**config.mk**
```make
export PLATFORM = sky130hd
export DESIGN_NAME = stm_timer
export DESIGN_NICKNAME = d
export VERILOG_FILES = /design/src/hdl/stm_pkg.sv /design/src/hdl/stm_timer.sv
export SDC_FILE = /design/constraint.sdc
export NUM_CORES = 1
export LEC_CHECK = 0
export BUFFER_PORTS_ARGS = -buffer_cell sky130_fd_sc_hd__buf_4
export CAP_MARGIN = 20
export CORE_MARGIN = 1.5
export CORE_UTILIZATION = 45
export DETAILED_ROUTE_END_ITERATION = 8
export GPL_ROUTABILITY_DRIVEN = 0
export GPL_TIMING_DRIVEN = 0
export PLACE_DENSITY = 0.62
export RECOVER_POWER = 50
export SYNTH_ARGS = -nofsm -noshare
export SYNTH_HDL_FRONTEND = slang
export SYNTH_SLANG_ARGS = --single-unit
```
**constraint.sdc**
```tcl
create_clock -name clk_i -period 3.8 [get_ports clk_i]
set_input_delay 0.38 -clock clk_i [delete_from_list [all_inputs] [get_ports clk_i]]
set_output_delay 0.38 -clock clk_i [all_outputs]
set_load 0.01 [all_outputs]
```
**src/hdl/stm_pkg.sv**
```systemverilog
package stm_pkg;
    // register map, 8-bit registers on a 3-bit address
    localparam logic [2:0] ADDR_CTRL_A  = 3'h0;
    localparam logic [2:0] ADDR_CTRL_B  = 3'h1;
    localparam logic [2:0] ADDR_CNT_LO  = 3'h2;
    localparam logic [2:0] ADDR_CNT_HI  = 3'h3;
    localparam logic [2:0] ADDR_CMPA_LO = 3'h4;
    localparam logic [2:0] ADDR_CMPA_HI = 3'h5;
    localparam logic [2:0] ADDR_PERIOD  = 3'h6;

    // counter_control_a fields
    localparam int POS_PAUSE   = 7;
    localparam int POS_CKSEL   = 4;
    localparam int POS_ON      = 3;
    localparam logic [7:0] CTRL_A_MASK  = 8'hF8;
    // counter_control_b fields
    localparam int POS_MODE    = 6;
    localparam int POS_PINACT  = 4;
    localparam int POS_OLC     = 3;
    localparam int POS_INVERT  = 2;
    localparam int POS_SWAP    = 1;
    localparam int POS_CLRSRC  = 0;

    localparam logic [7:0]  RST_BYTE  = 8'h00;
    localparam logic [15:0] RST_WORD  = 16'h0000;
    localparam logic [15:0] CNT_MAX   = 16'hFFFF;
    localparam logic [1:0]  SYS_DIV_LAST = 2'h3;
    localparam logic [5:0]  HDIV16_LAST  = 6'h0F;
    localparam logic [5:0]  HDIV64_LAST  = 6'h3F;

    typedef enum logic [1:0] {
        MODE_CMP   = 2'b00,
        MODE_CAP   = 2'b01,
        MODE_PWM   = 2'b10,
        MODE_TIMER = 2'b11
    } stm_mode_t;

    typedef enum logic [2:0] {
        CK_SYS4   = 3'b000,
        CK_SYS    = 3'b001,
        CK_H16    = 3'b010,
        CK_H64    = 3'b011,
        CK_TBC    = 3'b100,
        CK_H      = 3'b101,
        CK_EXT_R  = 3'b110,
        CK_EXT_F  = 3'b111
    } stm_cksel_t;

    // pin action codes, meaning depends on mode
    localparam logic [1:0] ACT_00 = 2'b00;
    localparam logic [1:0] ACT_01 = 2'b01;
    localparam logic [1:0] ACT_10 = 2'b10;
    localparam logic [1:0] ACT_11 = 2'b11;
endpackage

```
**src/hdl/stm_timer.sv**
```systemverilog
// Implementation choices: the address-and-strobe port and the register offsets.
`timescale 1ns/100ps
// What this block does
// 16-bit up-counter; compare A checks all bits, compare P the upper byte
// count readable as low and high read-only bytes, zero after reset
// pause bit 7 holds the count; clearing it resumes from that value
// 3-bit clock select: sys/4, sys, high/16, high/64, timebase, high, pin edges
// on/off bit 3 rising clears counter and starts counting
// on/off low stops counting and keeps the present value
// compare mode: on/off rising drives pin to the initial output level
// mode field: compare, capture, PWM/single pulse, timer/counter
// software should switch the timer off before changing mode
// timer/counter mode leaves the pin alone; level and invert ignored
// compare mode A match: keep, drive low, drive high or toggle pin
// requested level equal to initial level gives no visible change
// PWM mode actions: force inactive, force active, PWM, single pulse
// capture on rising, falling, either edge, or disabled
// software changes PWM pin action only while timer is off
// output level bit: initial level in compare, active level in PWM
// invert bit 2 inverts the timer pin output
// swap bit selects which compare sets PWM period and which duty
// clear source 1 clears on A match; 0 on P match or overflow
// overflow clears only with clear source 0 and period compare zero
// clear source ignored in PWM, single pulse and capture modes
// period compare matches upper byte: value times 256, zero gives 65536
// clear source 1 in compare or timer mode raises only the A flag
// compare mode pin changes only on A match, never on P match
// external count pin synchronised; one count enable per selected edge
module stm_timer
    import stm_pkg::*;
(
    input  wire logic       clk_i,
    input  wire logic       rst_n_i,
    input  wire logic [2:0] addr_i,
    input  wire logic [7:0] wdata_i,
    input  wire logic       wr_i,
    input  wire logic       rd_i,
    output logic [7:0]      rdata_o,
    input  wire logic       high_tick_i,
    input  wire logic       tbc_tick_i,
    input  wire logic       ext_count_i,
    input  wire logic       timer_pin_i,
    output logic            timer_pin_o,
    output logic            timer_pin_oe_n_o,
    output logic            compare_a_flag_o,
    output logic            compare_p_flag_o,
    output logic            capture_o
);

    typedef struct packed {
        logic [7:0]  ctla;
        logic [7:0]  ctlb;
        logic [15:0] cmpa;
        logic [7:0]  per;
        logic [15:0] cnt;
        logic        pin;
        logic [1:0]  pre;
        logic [5:0]  hdiv;
        logic [2:0]  xs;
        logic [2:0]  ts;
        logic [7:0]  rdata;
        logic        fa;
        logic        fp;
        logic        cap;
        logic        tp;
        logic        oe_n;
    } stm_state_t;

    stm_state_t st_r;
    stm_state_t st_nxt;

    logic        on;
    logic        pause;
    logic        ccl;
    logic        dpx;
    logic        olc;
    logic        inv;
    logic [1:0]  act;
    logic [2:0]  cksel;
    stm_mode_t   mode;
    logic        cmp_like;
    logic        on_rise;
    logic        tick;
    logic [15:0] inc;
    logic        ma;
    logic        mp;
    logic        ovf;
    logic        clr;
    logic        pwm_act;
    logic        ext_r;
    logic        ext_f;
    logic        tp_r;
    logic        tp_f;

    // field decode of the control registers
    assign on       = st_r.ctla[POS_ON];
    assign pause    = st_r.ctla[POS_PAUSE];
    assign cksel    = st_r.ctla[POS_CKSEL +: 3];
    assign mode     = stm_mode_t'(st_r.ctlb[POS_MODE +: 2]);
    assign act      = st_r.ctlb[POS_PINACT +: 2];
    assign olc      = st_r.ctlb[POS_OLC];
    assign inv      = st_r.ctlb[POS_INVERT];
    assign dpx      = st_r.ctlb[POS_SWAP];
    assign ccl      = st_r.ctlb[POS_CLRSRC];
    assign cmp_like = (mode == MODE_CMP) || (mode == MODE_TIMER);
    assign on_rise  = wr_i && (addr_i == ADDR_CTRL_A) && wdata_i[POS_ON] && !on;

    // edges of the synchronised pins, read from the second and third stage only
    assign ext_r = st_r.xs[1] && !st_r.xs[2];
    assign ext_f = !st_r.xs[1] && st_r.xs[2];
    assign tp_r  = st_r.ts[1] && !st_r.ts[2];
    assign tp_f  = !st_r.ts[1] && st_r.ts[2];

    // count clock selection, every source becomes a one-cycle enable
    always_comb begin
        case (stm_cksel_t'(cksel))
            CK_SYS4:  tick = (st_r.pre == SYS_DIV_LAST);
            CK_SYS:   tick = 1'b1;
            CK_H16:   tick = high_tick_i && (st_r.hdiv[3:0] == HDIV16_LAST[3:0]);
            CK_H64:   tick = high_tick_i && (st_r.hdiv == HDIV64_LAST);
            CK_TBC:   tick = tbc_tick_i;
            CK_H:     tick = high_tick_i;
            CK_EXT_R: tick = ext_r;
            CK_EXT_F: tick = ext_f;
            default:  tick = 1'b0;
        endcase
    end

    // comparators look at the value the counter is about to take
    assign inc = st_r.cnt + 16'h0001;
    assign ma  = (inc == st_r.cmpa);
    assign mp  = (st_r.per != RST_BYTE) && (inc[15:8] == st_r.per) && (inc[7:0] == RST_BYTE);
    assign ovf = (st_r.cnt == CNT_MAX);

    // clear source per mode; PWM period follows the swap bit
    always_comb begin
        if (cmp_like) begin
            clr = ccl ? ma : (mp || (ovf && st_r.per == RST_BYTE));
        end else if (mode == MODE_PWM) begin
            clr = dpx ? ma : (mp || (ovf && st_r.per == RST_BYTE));
        end else begin
            clr = ovf;
        end
    end

    // duty compare: zero period byte as duty means always active
    always_comb begin
        if (dpx) begin
            pwm_act = (st_r.per == RST_BYTE) || (st_r.cnt < {st_r.per, RST_BYTE});
        end else begin
            pwm_act = (st_r.cnt < st_r.cmpa);
        end
    end

    // next state of everything
    always_comb begin
        st_nxt       = st_r;
        st_nxt.xs    = {st_r.xs[1:0], ext_count_i};
        st_nxt.ts    = {st_r.ts[1:0], timer_pin_i};
        st_nxt.pre   = st_r.pre + 2'h1;
        st_nxt.hdiv  = high_tick_i ? st_r.hdiv + 6'h01 : st_r.hdiv;
        st_nxt.fa    = 1'b0;
        st_nxt.fp    = 1'b0;
        st_nxt.cap   = 1'b0;
        st_nxt.rdata = RST_BYTE;

        // counting; a stopped or paused counter keeps its value
        if (on && !pause && tick) begin
            st_nxt.cnt = clr ? RST_WORD : inc;
            st_nxt.fa  = ma && (mode != MODE_CAP);
            st_nxt.fp  = (mp || (ovf && st_r.per == RST_BYTE)) && !(cmp_like && ccl);
            if (mode == MODE_CMP && ma) begin
                case (act)
                    ACT_01:  st_nxt.pin = 1'b0;
                    ACT_10:  st_nxt.pin = 1'b1;
                    ACT_11:  st_nxt.pin = !st_r.pin;
                    default: st_nxt.pin = st_r.pin;
                endcase
            end
            // single pulse ends on compare A; hardware clears the on bit
            if (mode == MODE_PWM && act == ACT_11 && ma) begin
                st_nxt.ctla[POS_ON] = 1'b0;
            end
        end

        // capture edge per pin action
        if (on && mode == MODE_CAP) begin
            case (act)
                ACT_00:  st_nxt.cap = tp_r;
                ACT_01:  st_nxt.cap = tp_f;
                ACT_10:  st_nxt.cap = tp_r || tp_f;
                default: st_nxt.cap = 1'b0;
            endcase
        end

        // register writes; software write wins over the hardware clear of on
        if (wr_i) begin
            case (addr_i)
                ADDR_CTRL_A:  st_nxt.ctla = wdata_i & CTRL_A_MASK;
                ADDR_CTRL_B:  st_nxt.ctlb = wdata_i;
                ADDR_CMPA_LO: st_nxt.cmpa[7:0] = wdata_i;
                ADDR_CMPA_HI: st_nxt.cmpa[15:8] = wdata_i;
                ADDR_PERIOD:  st_nxt.per = wdata_i;
                default:      st_nxt.per = st_r.per;
            endcase
        end
        if (on_rise) begin
            st_nxt.cnt = RST_WORD;
            st_nxt.pin = olc;
        end

        // read data in the cycle after the strobe
        if (rd_i) begin
            case (addr_i)
                ADDR_CTRL_A:  st_nxt.rdata = st_r.ctla;
                ADDR_CTRL_B:  st_nxt.rdata = st_r.ctlb;
                ADDR_CNT_LO:  st_nxt.rdata = st_r.cnt[7:0];
                ADDR_CNT_HI:  st_nxt.rdata = st_r.cnt[15:8];
                ADDR_CMPA_LO: st_nxt.rdata = st_r.cmpa[7:0];
                ADDR_CMPA_HI: st_nxt.rdata = st_r.cmpa[15:8];
                ADDR_PERIOD:  st_nxt.rdata = st_r.per;
                default:      st_nxt.rdata = RST_BYTE;
            endcase
        end

        // pin drive by mode
        case (mode)
            MODE_CMP: begin
                st_nxt.oe_n = 1'b0;
                st_nxt.tp   = st_nxt.pin ^ inv;
            end
            MODE_PWM: begin
                st_nxt.oe_n = 1'b0;
                case (act)
                    ACT_00:  st_nxt.tp = !olc ^ inv;
                    ACT_01:  st_nxt.tp = olc ^ inv;
                    ACT_10:  st_nxt.tp = (pwm_act ? olc : !olc) ^ inv;
                    default: st_nxt.tp = ((on && pwm_act) ? olc : !olc) ^ inv;
                endcase
            end
            default: begin
                st_nxt.oe_n = 1'b1;
                st_nxt.tp   = 1'b0;
            end
        endcase
    end

    // single state register; asynchronous reset to constants
    always_ff @(posedge clk_i or negedge rst_n_i) begin
        if (!rst_n_i) begin
            st_r      <= '0;
            st_r.oe_n <= 1'b1;
        end else begin
            st_r <= st_nxt;
        end
    end

    assign rdata_o          = st_r.rdata;
    assign timer_pin_o      = st_r.tp;
    assign timer_pin_oe_n_o = st_r.oe_n;
    assign compare_a_flag_o = st_r.fa;
    assign compare_p_flag_o = st_r.fp;
    assign capture_o        = st_r.cap;
endmodule

```
==> flow_summary.toml <==
[outcome]
status = "finished, final reports clean"

[place]
dpl_cell_area_um2 = 6200
dp_cells = 820
io_buffers = 30
hpwl_mm = 12.9
post-place-ws_ns = -0.157

[routing]
drt_iter0_drc = 516
firstDrtPassIters = 5
ant_nets = 0
dr_total_vias = 5081
drc = 0
routed_via_density = 6.05
wirelength_mm = 17.5
wl_per_cell_um = 20.9

[logic_synthesis]
synth_area_um2 = 5760
yosysWarnings = 0
yosysTopAreaCell = "dfrtp_1"
synth_cell_types = 73
synth_top_area_share = 0.347
synthFlopType = "dfrtp_1"
synth_seq_cells = 81
synthArstFlopShare = 1.00
ys_seq_area_frac = 0.352
yosys-top-cells-area = "dfrtp_1, ha_1, mux2_2"
synth-edff-count = 0
syn_inst = 618
syn-num-nets = 669
synth.avg_cell_area_um2 = 9.33

[layout]
area.growth.synth_to_final_pct = 14.1
fin_nets = 714
stdcell_count = 840
diodes = 0
drive_gt1_frac = 0.186
fin_area_um2 = 6580

[sta]
slew_violations = 0
fin_crit_sh = 0.955
finalSetupViolations = 0
tightest_slew_ns = 1.42
finalWorstSetupSlack_ns = 0.170
slew_headroom = 0.0505
final.setup_skew_ns = 0.0110
hold_violations = 0
min_period_ns = 3.63
rsz0062_at_grt = "no"
fmax_mhz = 276

[die]
ios = 32
start_util = 0.459
die_y_um = 116
rows = 41
core_area_um2 = 12600
die_x_um = 116
dieArea_um2 = 13500

[grt]
grt_max_degree = 82
grt_pass1_wl_mm = 27.1
first_global_vias = 4832
overflow = 0
grt_antenna_before_repair = 0
track_usage = 0.269

[critical_path]
critical_path_class = "flip-flop to flip-flop"
worst-path-buf-inv = 1
path_cells = "ha_1 -> and3_1 -> buf_2 -> xnor2_1 -> nand3_1 -> or4_1 -> or4_4 -> o31ai_2 -> a21oi_4 -> o21ai_4 -> o211ai_1"
r2r_slack_ns = 0.17
critPathSlowestCell = "or4_4"
end_kind = "flip-flop"
max_stage_delay_ns = 0.61
crit_family = "simple AND/OR/NAND/NOR gates"
arrival_ns = 3.86
crit_required_ns = 4.03
cp_max_fo = 10
start_kind = "flip-flop"

[clocking]
cts_buffers = 9
clockBufferDepth = 2
clkLatencyLatePin_ns = 0.35
root_buffer = "clkbuf_16"
cts_max_level = 3
cts.sinks = 81
cts_tree = "yes"
path_clk_slew_ns = 0.07

[power_and_ir_drop]
p_leak_uw = 0.00291
irDropWorstVdd_mv = 0.326
total_power_uw = 3170
power_density_nw_per_um2 = 482

[min_path]
hp-class = "primary input to flip-flop"

[flow_run]
maxCapViolCount = 0
report_power, final:
| part | switching [uW] | internal [uW] |
|---|---|---|
| combinational | 536 | 419 |
| sequential | 212 | 1020 |
| clock | 395 | 588 |
| total | 1140 | 2030 |
metal layers:
layer	vias up	routed length, um	GRT usage
met4	0	547	0.103
met5	-	0	0
li1	2315	-	-
met2	254	7870	0.415
met1	2465	7800	0.381
met3	47	1300	0.0420
synth_stat cells (7+ instances only):
| cell | count |
|---|---|
| a211oi_1 | 11 |
| a21oi_1 | 12 |
| and2_1 | 7 |
| and3_1 | 9 |
| buf_2 | 7 |
| buf_4 | 12 |
| clkbuf_1 | 17 |
| dfrtp_1 | 80 |
| ha_1 | 32 |
| inv_1 | 32 |
| mux2_2 | 27 |
| mux2i_1 | 18 |
| nand2_1 | 60 |
| nand2b_1 | 7 |
| nand3_1 | 18 |
| nand4_1 | 20 |
| nor2_1 | 44 |
| nor2b_1 | 8 |
| nor3_1 | 8 |
| nor4_1 | 9 |
| o21ai_0 | 27 |
| o221ai_1 | 7 |
| o22ai_1 | 7 |
| xnor2_1 | 27 |
| xor2_1 | 17 |
logic make-up (layout without fill, tap and decap cells):
family,count (synthesis),count (layout),share of synthesized area
AND/OR/NAND/NOR,223,223,0.211
XOR/XNOR,45,45,0.0697
adder cells (fa/ha/maj),32,32,0.0695
AO/OA/AOI/OAI,115,115,0.142
buffers and inverters,74,124,0.0601
flip-flops,81,81,0.352
multiplexers,48,48,0.0957
area by class of cell:
class	instances	area, um^2
fill	1150	5990
multi-input combinational	463	3400
sequential	81	2030
timing repair buffer	34	251
buffer	42	226
clock buffer	9	225
tap	172	215
inverter	32	120
clock inverter	7	105
registers in the layout, summed over array words and instances, names as in the netlist, 2 cells and up:
register and flops:
act 2, cksel 3, mode 2, rdata_o 8, st_nxt 4, st_r 51
worst register-to-register path: cells and delay by family (launching register included):
family / cells / cell delay (ns)
AND/OR/NAND/NOR: 4 / 1.47
AO/OA/AOI/OAI: 4 / 0.94
flip-flops: 1 / 0.51
adder cells (fa/ha/maj): 1 / 0.28
buffers and inverters: 1 / 0.15
XOR/XNOR: 1 / 0.15
path summary, 6_finish.rpt:
path | end | cells past startpoint | startpoint
worst max-delay path | st_r[37] | 11 | st_r[29]
worst min-delay path | st_nxt[14] | 1 | timer_pin_i
worst max register to register | st_r[37] | 11 | st_r[29]
worst min register to register | st_nxt[15] | 0 | st_nxt[14]
max in group asynchronous | st_r[29] | 3 | rst_n_i
min in group asynchronous | st_r[66] | 2 | rst_n_i
per-stage QoR:
stage / setup TNS (ns) / hold slack [ns] / util
5_1_grt: 0 / 0.150 / 0.523
6_report: 0 / 0.160 / 0.523
4_1_cts: 0 / 0.133 / 0.521
3_5_place_dp: -1.46 / 0.336 / 0.494
3_3_place_gp: -1.16 / 0.333 / 0.494
2_1_floorplan: 0 / 0.0844 / -
what timing repair did:
action                     in CTS  in global routing
buffers inserted                0                  2
hold buffers                    0                  1
hold endpoints to repair        0                 24
setup endpoints to repair      16                 13
gates resized for setup         2                  1
pin swaps                       0                  1
cells in the final DEF, fill, tap and decap left out, types with 3 or more instances in the layout:
cell type / Yosys / final
a211oi_1: 11 / 11
a21o_1: 6 / 6
a21oi_1: 12 / 12
a221oi_1: 4 / 4
a31oi_1: 4 / 4
and2_1: 7 / 7
and3_1: 9 / 9
buf_1: 4 / 4
buf_2: 7 / 7
buf_4: 12 / 41
clkbuf_1: 17 / 18
clkbuf_16: 0 / 9
dfrtp_1: 80 / 79
ha_1: 32 / 32
inv_1: 32 / 32
inv_6: 0 / 3
mux2_2: 27 / 27
mux2i_1: 18 / 18
mux4_2: 3 / 3
nand2_1: 60 / 60
nand2b_1: 7 / 7
nand3_1: 18 / 18
nand4_1: 20 / 20
nor2_1: 44 / 44
nor2b_1: 8 / 8
nor3_1: 8 / 8
nor3b_1: 4 / 4
nor4_1: 9 / 8
o211a_1: 4 / 4
o211ai_1: 6 / 6
o21ai_0: 27 / 27
o21ai_1: 4 / 4
o221ai_1: 7 / 7
o22ai_1: 7 / 7
o31ai_1: 3 / 3
or4_1: 3 / 3
xnor2_1: 27 / 27
xor2_1: 17 / 17
Power figures use the tool's default switching activity.
